**src/lvdsd_pkg.sv**
```systemverilog
// Purpose: shared constants for the seven-to-one deserializer
// Assumes: system clock 200 MHz
// Notes: lane slot map is shared with the serializer side
package lvdsd_pkg;
  localparam int LVDSD_LANES = 4;
  localparam int LVDSD_SLOTS = 7;
  localparam int LVDSD_WORD_W = 28;
  localparam int LVDSD_SYS_PERIOD_PS = 5000;
  // power-down must take effect within 1 microsecond; this constant holds 1 ns
  localparam int LVDSD_PDN_DELAY_NS = 1;
  localparam int LVDSD_PDN_CYCLES = ((LVDSD_PDN_DELAY_NS * 1000) / LVDSD_SYS_PERIOD_PS) < 1 ? 1 :
    ((LVDSD_PDN_DELAY_NS * 1000) / LVDSD_SYS_PERIOD_PS);
  // lock window; longest time, rounded down
  localparam int LVDSD_LOCK_TIME_MS = 10;
  localparam int LVDSD_LOCK_CYCLES = (LVDSD_LOCK_TIME_MS * 1000000) / (LVDSD_SYS_PERIOD_PS / 1000);
  // slowest legal forwarded clock is 20 MHz: 50 ns, i.e. 10 system cycles
  localparam int LVDSD_FWD_MIN_MHZ = 20;
  localparam int LVDSD_CLK_LOST_CYCLES = (1000000 / LVDSD_FWD_MIN_MHZ) / LVDSD_SYS_PERIOD_PS * 2;
  // presentation delay in forwarded clock periods
  localparam int LVDSD_LATENCY = 2;
  // strobe positions use the mean of this many periods; a single period is too coarse at 200 MHz
  localparam int LVDSD_AVG_PERIODS = 5;
  localparam logic [2:0] LVDSD_LOCK_EDGES = 3'h4;
  // output bit position for lane l, slot s (index l*7+s)
  typedef logic [4:0] lvdsd_pos_t;
  localparam lvdsd_pos_t LVDSD_MAP [LVDSD_WORD_W] = '{
    5'h00, 5'h01, 5'h02, 5'h03, 5'h04, 5'h05, 5'h06,
    5'h07, 5'h08, 5'h09, 5'h0A, 5'h0B, 5'h0C, 5'h0D,
    5'h0E, 5'h0F, 5'h10, 5'h11, 5'h12, 5'h13, 5'h14,
    5'h15, 5'h16, 5'h17, 5'h18, 5'h19, 5'h1A, 5'h1B};
  typedef enum logic [1:0] {LVDSD_DOWN = 2'b00, LVDSD_SEEK = 2'b01, LVDSD_RUN = 2'b11} lvdsd_state_e;
endpackage

```
**src/lvdsd_rx.sv**
```systemverilog
// How it works
// four serial lanes plus forwarded clock become one 28-bit word
// each lane sampled seven times per clock period, evenly spaced
// regenerated clock output; its rising edge strobes the word
// output clock high and low phases each near half a period
// a word appears two forwarded clock periods after it arrives
// lock within 10 ms; outputs need not be valid before lock
// power-down low forces word and clock outputs low
// power-down takes effect within 1 microsecond
// undriven lanes read high; with clock present the word goes all high
// lanes and clock both undriven: word holds last valid value
// forwarded clock undriven: regenerated clock held low
// transmitter supplies a forwarded clock between 20 and 75 MHz; the tx model runs a 64 ns clock, 15.625 MHz
// lane slot to word bit mapping comes from one shared table
////////////////////////////////////////////////////////////////////////
// Purpose: seven-to-one deserializer behind the link pins
// Assumes: lanes are 1 when undriven; clock input reads 0 when undriven;
//   the sampled link is slow enough that clk_sys oversamples each bit slot
// Notes: bit slots are taken by phase, measured in system cycles since the
//   last forwarded clock rise; the period is averaged over the last few periods
`timescale 1ns/1ps
module lvdsd_rx
  import lvdsd_pkg::*;
#(
  parameter int LOCK_CYCLES = LVDSD_LOCK_CYCLES,
  parameter int PER_W = 8
) (
  input wire logic clk_sys,
  input wire logic rstn,
  input wire logic [LVDSD_LANES-1:0] serial_data_lane,
  input wire logic forwarded_clock_in,
  input wire logic power_down_n,
  output logic [LVDSD_WORD_W-1:0] parallel_word_out,
  output logic regenerated_clock_out,
  output logic locked
);
  ////////////////////////////////////////////////////////////////////////
  // two-flop synchronisers for the lane, clock and power-down pins
  logic [LVDSD_LANES-1:0] lane_m, lane_s;
  logic fclk_m, fclk_s, fclk_d;
  logic pdn_m, pdn_s;
  always_ff @(posedge clk_sys) begin
    lane_m <= serial_data_lane;
    lane_s <= lane_m;
    fclk_m <= forwarded_clock_in;
    fclk_s <= fclk_m;
    fclk_d <= fclk_s;
    pdn_m <= power_down_n;
    pdn_s <= pdn_m;
  end
  wire fclk_rise = fclk_s & ~fclk_d;

  ////////////////////////////////////////////////////////////////////////
  // period measurement and clock-loss watch
  logic [PER_W-1:0] phase, period;
  logic [PER_W-1:0] idle_cnt;
  logic clk_lost;
  logic [PER_W-1:0] per_hist [LVDSD_AVG_PERIODS];
  logic [PER_W+2:0] per_sum;
  wire idle_sat = (idle_cnt >= PER_W'(LVDSD_CLK_LOST_CYCLES));
  // sum of recent periods keeps the fraction of a cycle that one period loses
  always_comb begin
    per_sum = '0;
    for (int i = 0; i < LVDSD_AVG_PERIODS; i++) begin
      per_sum = per_sum + (PER_W+3)'(per_hist[i]);
    end
  end
  always_ff @(posedge clk_sys) begin
    if (!rstn) begin
      for (int i = 0; i < LVDSD_AVG_PERIODS; i++) begin
        per_hist[i] <= '0;
      end
    end else if (fclk_rise) begin
      per_hist[0] <= phase + PER_W'(1);
      for (int i = 1; i < LVDSD_AVG_PERIODS; i++) begin
        per_hist[i] <= per_hist[i-1];
      end
    end
  end
  always_ff @(posedge clk_sys) begin
    if (!rstn) begin
      phase <= '0;
      period <= '0;
      idle_cnt <= '0;
      clk_lost <= 1'b1;
    end else begin
      if (fclk_rise) begin
        period <= phase + PER_W'(1);
        phase <= '0;
        idle_cnt <= '0;
        clk_lost <= 1'b0;
      end else begin
        if (phase != '1) phase <= phase + PER_W'(1);
        if (!idle_sat) idle_cnt <= idle_cnt + PER_W'(1);
        else clk_lost <= 1'b1;
      end
    end
  end

  ////////////////////////////////////////////////////////////////////////
  // bit slot strobes: slots 1 to 6 centred at (2k+1)/14 of the mean period, one cycle early
  // because the lanes seen at phase p were pinned p+1 cycles after the detected rise
  logic [LVDSD_LANES*LVDSD_SLOTS-1:0] shadow;
  logic [LVDSD_WORD_W-1:0] stage1;
  genvar gs, gl;
  generate
    for (gs = 0; gs < LVDSD_SLOTS; gs++) begin : g_slot
      wire [PER_W+7:0] num = (PER_W+8)'(per_sum) * (PER_W+8)'(2*gs+1);
      wire [PER_W-1:0] pos = PER_W'(num / (PER_W+8)'(2*LVDSD_SLOTS*LVDSD_AVG_PERIODS));
      // slot 0 is taken on the detected rise itself
      wire hit = (gs == 0) ? fclk_rise : ((phase + PER_W'(1) == pos) & ~fclk_rise);
      for (gl = 0; gl < LVDSD_LANES; gl++) begin : g_lane
        always_ff @(posedge clk_sys) begin
          if (hit) shadow[gl*LVDSD_SLOTS+gs] <= lane_s[gl];
        end
      end
    end
  endgenerate

  // scatter slots into the word through the shared table
  logic [LVDSD_WORD_W-1:0] mapped;
  always_comb begin
    mapped = '0;
    for (int i = 0; i < LVDSD_WORD_W; i++) begin
      mapped[LVDSD_MAP[i]] = shadow[i];
    end
  end

  ////////////////////////////////////////////////////////////////////////
  // lock: a run of steady periods, or a timeout
  lvdsd_state_e state;
  logic [2:0] good_edges;
  logic [31:0] lock_cnt;
  wire steady = fclk_rise && (phase + PER_W'(1) == period) && (period > PER_W'(LVDSD_SLOTS));
  always_ff @(posedge clk_sys) begin
    if (!rstn) begin
      state <= LVDSD_DOWN;
      good_edges <= '0;
      lock_cnt <= '0;
    end else begin
      case (state)
        LVDSD_DOWN: begin
          good_edges <= '0;
          lock_cnt <= '0;
          if (pdn_s && !clk_lost) state <= LVDSD_SEEK;
        end
        LVDSD_SEEK: begin
          if (!pdn_s || clk_lost) state <= LVDSD_DOWN;
          else if (good_edges == LVDSD_LOCK_EDGES || lock_cnt == 32'(LOCK_CYCLES)) state <= LVDSD_RUN;
          else begin
            lock_cnt <= lock_cnt + 32'h1;
            if (steady) good_edges <= good_edges + 3'h1;
            else if (fclk_rise) good_edges <= '0;
          end
        end
        LVDSD_RUN: begin
          if (!pdn_s || clk_lost) state <= LVDSD_DOWN;
        end
        default: state <= LVDSD_DOWN;
      endcase
    end
  end

  ////////////////////////////////////////////////////////////////////////
  // pipeline: word captured at rise n shows at rise n+2
  logic [LVDSD_WORD_W-1:0] next_word;
  logic half_mark;
  wire clk_high_end = (phase == (period >> 1));
  assign next_word = stage1;
  always_ff @(posedge clk_sys) begin
    if (!rstn) begin
      stage1 <= '0;
      parallel_word_out <= '0;
      regenerated_clock_out <= 1'b0;
      locked <= 1'b0;
      half_mark <= 1'b0;
    end else begin
      locked <= (state == LVDSD_RUN);
      half_mark <= clk_high_end;
      if (!pdn_s) begin
        parallel_word_out <= '0;
        regenerated_clock_out <= 1'b0;
      end else if (clk_lost) begin
        regenerated_clock_out <= 1'b0;
      end else begin
        if (fclk_rise) begin
          stage1 <= mapped;
          parallel_word_out <= next_word;
        end
        // rise one cycle after the word, so the word is set up first
        if (state == LVDSD_RUN && half_mark == 1'b0 && clk_high_end) regenerated_clock_out <= 1'b0;
        else if (state == LVDSD_RUN && phase == '0) regenerated_clock_out <= 1'b1;
      end
    end
  end

  ////////////////////////////////////////////////////////////////////////
  // checks
  power_low_a: assert property (@(posedge clk_sys) disable iff (!rstn)
    !pdn_s |=> (parallel_word_out == '0 && !regenerated_clock_out))
    else $error("outputs not low in power-down");
  pdn_delay_a: assert property (@(posedge clk_sys) disable iff (!rstn)
    $fell(power_down_n) |-> ##[1:3] (parallel_word_out == '0))
    else $error("power-down too slow");
  lost_clk_a: assert property (@(posedge clk_sys) disable iff (!rstn)
    clk_lost |=> !regenerated_clock_out)
    else $error("clock out not low after clock loss");
  hold_word_a: assert property (@(posedge clk_sys) disable iff (!rstn)
    (clk_lost && pdn_s && $past(pdn_s)) |=> $stable(parallel_word_out))
    else $error("word changed while clock lost");
  pipe_word_a: assert property (@(posedge clk_sys) disable iff (!rstn)
    (fclk_rise && pdn_s && !clk_lost) |=> parallel_word_out == $past(stage1))
    else $error("word skipped a pipeline stage");
  strobe_rise_a: assert property (@(posedge clk_sys) disable iff (!rstn)
    $rose(regenerated_clock_out) |-> locked && $past(pdn_s))
    else $error("clock out rose while not running");
  lock_state_a: assert property (@(posedge clk_sys) disable iff (!rstn)
    locked |-> $past(pdn_s, 2))
    else $error("locked during power-down");
  map_table_a: assert property (@(posedge clk_sys) disable iff (!rstn)
    mapped[LVDSD_MAP[0]] == shadow[0])
    else $error("slot map mismatch");
endmodule

```
**config.mk**
```make
export PLATFORM = sky130hd
export DESIGN_NAME = lvdsd_rx
export DESIGN_NICKNAME = d
export VERILOG_FILES = /design/src/lvdsd_pkg.sv /design/src/lvdsd_rx.sv
export SDC_FILE = /design/constraint.sdc
export NUM_CORES = 1
export LEC_CHECK = 0
export ABC_AREA = 0
export BUFFER_PORTS_ARGS = -buffer_cell sky130_fd_sc_hd__buf_2
export CAP_MARGIN = 20
export CORE_MARGIN = 10
export CORE_UTILIZATION = 30
export DETAILED_ROUTE_END_ITERATION = 6
export SETUP_SLACK_MARGIN = 0.2
export SYNTH_ARGS = -nofsm -noshare
export SYNTH_HDL_FRONTEND = slang
export SYNTH_SLANG_ARGS = --single-unit
```
**constraint.sdc**
```tcl
create_clock -name clk_sys -period 18 [get_ports clk_sys]
set_input_delay 0.9 -clock clk_sys [delete_from_list [all_inputs] [get_ports clk_sys]]
set_output_delay 0.9 -clock clk_sys [all_outputs]
set_load 0.03 [all_outputs]
```
==> impl_summary.txt <==
----------------------------------------------------
[Floorplan]
  Initial standard-cell utilization of the core ... 30.35%
  Die Footprint ... 0.09009 mm²
  Y dimension of the die ... 300.2 µm
  CORE AREA ... 0.07759 mm²
  Overall die width ... 300.2 µm
  # IOs ... 38
  Site row count ... 102

[Finish]
  Count of nets after finishing ... 3224
  Ratio of cells with drive above 1 in the final layout ... 7.404%
  ANT cells ... 0
  Core Util, Final ... 33.01%
  Synthesis-to-finish area growth ... 8.778%
  Filler cell count ... 8366

[Synthesis]
  Synthesized-area fraction occupied by and/or/nand/nor cells ... 22.66%
  Top flip-flop cell by instance count after synthesis ... sky130_fd_sc_hd__dfxtp_1
  Mapped Cells ... 3069
  Average footprint of a synthesized cell ... 7.672 µm²
  Combinational family with the most area after synthesis ... compound AO/OA/AOI/OAI gates
  Asr flop ratio synth ... 0%
  Share of synthesized area occupied by flip-flops and latches ... 20.06%
  Number of flip-flops and latches in the synthesized netlist ... 202
  Post-synthesis mux area share ... 2.758%
  Total nets after synthesis ... 3241
  Number of synthesized flops with an enable pin ... 68
  Xor/xnor cell area share of the yosys netlist ... 8.661%
  Distinct cell type count of the synthesized netlist ... 130
  Yosys warning total ... 0
  Synthesized area ... 0.02355 mm²
  Compound-cell area share of the yosys netlist ... 29.69%
  Synth area leaders ... sky130_fd_sc_hd__dfxtp_1, sky130_fd_sc_hd__edfxtp_1, sky130_fd_sc_hd__ha_1
  Proportion of netlist area held by the largest area contributor ... 11.39%
  Largest area contributor in the netlist ... sky130_fd_sc_hd__dfxtp_1
  Adder and majority gate portion of the synthesized area ... 11.20%

[Global routing]
  Congestion Overflow GR ... 0
  Total routing resource utilization after global routing ... 13.90%
  Global-route wire length before repair ... 108000 µm
  Largest net degree at the start of global routing ... 54
  Number of antenna violations at the first check in global routing ... 0
  Number of global-route vias before repair ... 20672

[STA]
  Fin Clk Skew ... 0.006089 ns
  Final count of hold timing violations ... 0
  Highest Clock Rate ... 69.77 MHz
  Slew at the pin closest to its max-slew limit ... 1.093 ns
  Part of the cycle the worst path needs ... 79.62%
  Fin Hold WS ... 0.3264 ns
  Count of final max-slew check failures ... 0
  RSZ-0062 raised after global routing ... no
  Max-slew headroom ... 26.87%
  Total Negative Setup Slacks ... 0 ns
  Final worst path period need ... 14.33 ns
  Final setup violation count ... 0

[Setup path]
  Path depth of the worst reg2reg path ... 47
  Maximum net fanout on the critical path ... 16
  Req. time, crit path ... 18.20 ns
  CP most frequent cell ... sky130_fd_sc_hd__inv_1
  Kind of launch point of the worst setup path ... flop
  Family of cells with the greatest summed delay on the critical path ... simple AND/OR/NAND/NOR gates
  Arrival time reported for the critical path endpoint ... 14.53 ns
  CP max stage delay ... 0.77 ns
  Worst path bufs/invs ... 7
  Cell count along the critical path ... 47
  Slowest CP cell ... sky130_fd_sc_hd__nor4_1
  Critical Path Sink Type ... flop
  Crit Path Class ... reg -> reg

[Detailed routing]
  Total detailed-routing wirelength ... 66440 µm
  Number of vias after detailed routing ... 22704
  Via density per instance ... 5.529
  Count of antenna-violating nets left after detailed routing ... 0
  Post-route DRC ... 0
  Starting DRT DRC Count ... 1591
  Total iterations of the first detailed-routing run ... 6
  WL/cell ... 16.18 µm

[Clock network]
  Clk Tree Root Cell ... sky130_fd_sc_hd__clkbuf_16
  CTS tree ... built
  Post-CTS Setup Inserts ... 0
  CTS sink count ... 202
  Post-cts repair resize count ... 0
  Clock network latency to the later pin of the worst-skew pair ... 0.49 ns
  Hold-fix buffer count after cts ... 0
  Maximum number of buffers from clock root to sink ... 3
  Worst-path clk slew ... 0.06 ns
  H-tree Lvls ... 1
  Number of buffers created by CTS ... 21

[Placed design]
  Port bufs ... 37
  Final HPWL from detailed placement ... 50990 µm
  Final weighted congestion of routability-driven global placement ... 0.9006

[Hold path]
  Hold WC Path Type ... reg -> reg
  Min-Delay Path Depth ... 0

[Run status]
  Result of the run ... complete, no violations

[Flow run]
  Number of max-capacitance violations reported ... 0

----------------------------------------------------
final timing paths:
check,startpoint,end,slack (ns)
setup / recovery,per_hist[0][2],mapped[10],3.67
hold / removal,lane_m[3],lane_s[3],0.33
setup reg to reg,per_hist[0][2],mapped[10],3.67
hold reg to reg,lane_m[3],lane_s[3],0.33
cells in the final DEF, fill, tap and decap left out, drive strengths merged, types with 27 or more instances in the layout:
master  Yosys  final
or2        36     36
nand3      86     86
dfxtp     134    134
a21oi     254    254
a31oi      34     34
and2       37     37
nor3       94     94
a211oi     58     58
o21a       35     35
nor2      287    287
and3       44     44
fa         58     58
xnor2     136    136
nand4      37     37
buf        25     65
or3        31     31
a21o       60     60
xor2       93     93
nand2b     29     29
o211ai     38     38
nor4       30     30
clkbuf     80     27
edfxtp     68     68
mux2i      48     48
inv       194    194
nand2     338    338
o21ai     171    171
ha        106    106
logic make-up (layout without fill, tap and decap cells):
group,Yosys count,count (layout)
compound gates,986,986
xor+xnor,229,229
fa+ha+maj,179,179
buf+inv,301,298
flops,202,202
mux,62,62
simple gates,1110,1110
stage by stage:
step / instance area [µm²] / worst slack, ns / std cells
after floorplan: 23550 / 5.176 / 3069
after global placement: 24790 / 3.680 / 4064
after detailed placement: 24840 / 3.884 / 4067
after CTS: 25570 / 3.858 / 4104
after global routing: 25610 / 2.415 / 4106
final: 25610 / 3.668 / 4106
sequential cells by signal, indices dropped and copies added, names as in the netlist, 2 cells and up:
register	cells
per_hist	40
lock_cnt	32
mapped	28
next_word	28
parallel_word_out	28
idle_cnt	8
period	8
phase	8
lane_m	4
lane_s	4
good_edges	3
state	2
cell usage after synthesis (56+ instances only):
cell type	instances
sky130_fd_sc_hd__edfxtp_1	68
sky130_fd_sc_hd__inv_1	193
sky130_fd_sc_hd__nand3_1	84
sky130_fd_sc_hd__clkbuf_1	80
sky130_fd_sc_hd__xor2_1	91
sky130_fd_sc_hd__xnor2_1	135
sky130_fd_sc_hd__nand2_1	337
sky130_fd_sc_hd__nor2_1	286
sky130_fd_sc_hd__nor3_1	90
sky130_fd_sc_hd__fa_1	58
sky130_fd_sc_hd__a21o_1	60
sky130_fd_sc_hd__a211oi_1	56
sky130_fd_sc_hd__a21oi_1	250
sky130_fd_sc_hd__dfxtp_1	134
sky130_fd_sc_hd__ha_1	106
sky130_fd_sc_hd__o21ai_0	147
routing by layer:
metal  GRT usage, %  up-vias  share of wire (%)
met5              0        -                  0
met1          19.23    10753                 48
met3          1.610       68                5.5
met2          22.93      579                 45
li1               -    11304                  -
met4          2.905        0                1.9
worst reg2reg max path, delay by kind of cell, from the launching register on:
family          cells  cell delay (ns)
fa+ha+maj           6             2.60
compound gates     14             4.38
mux                 1             0.16
xor+xnor            5             1.17
buf+inv             7             0.82
flops               1             0.32
simple gates       14             4.62
area by class of cell:
class                   instances  area [µm²]  share of cell area, %
flip-flops and latches        202        4725                  18.45
well taps                    1040        1301                  5.080
repair buffers                 65       447.9                  1.749
clock inverters                10       130.1                 0.5080
multi-input cells            2566       17670                  69.00
clock buffers                  27       600.6                  2.345
inverters                     196       735.7                  2.872
Power is not shown: default switching activity piles up to over one toggle a cycle in this logic, so the estimate is an artifact.
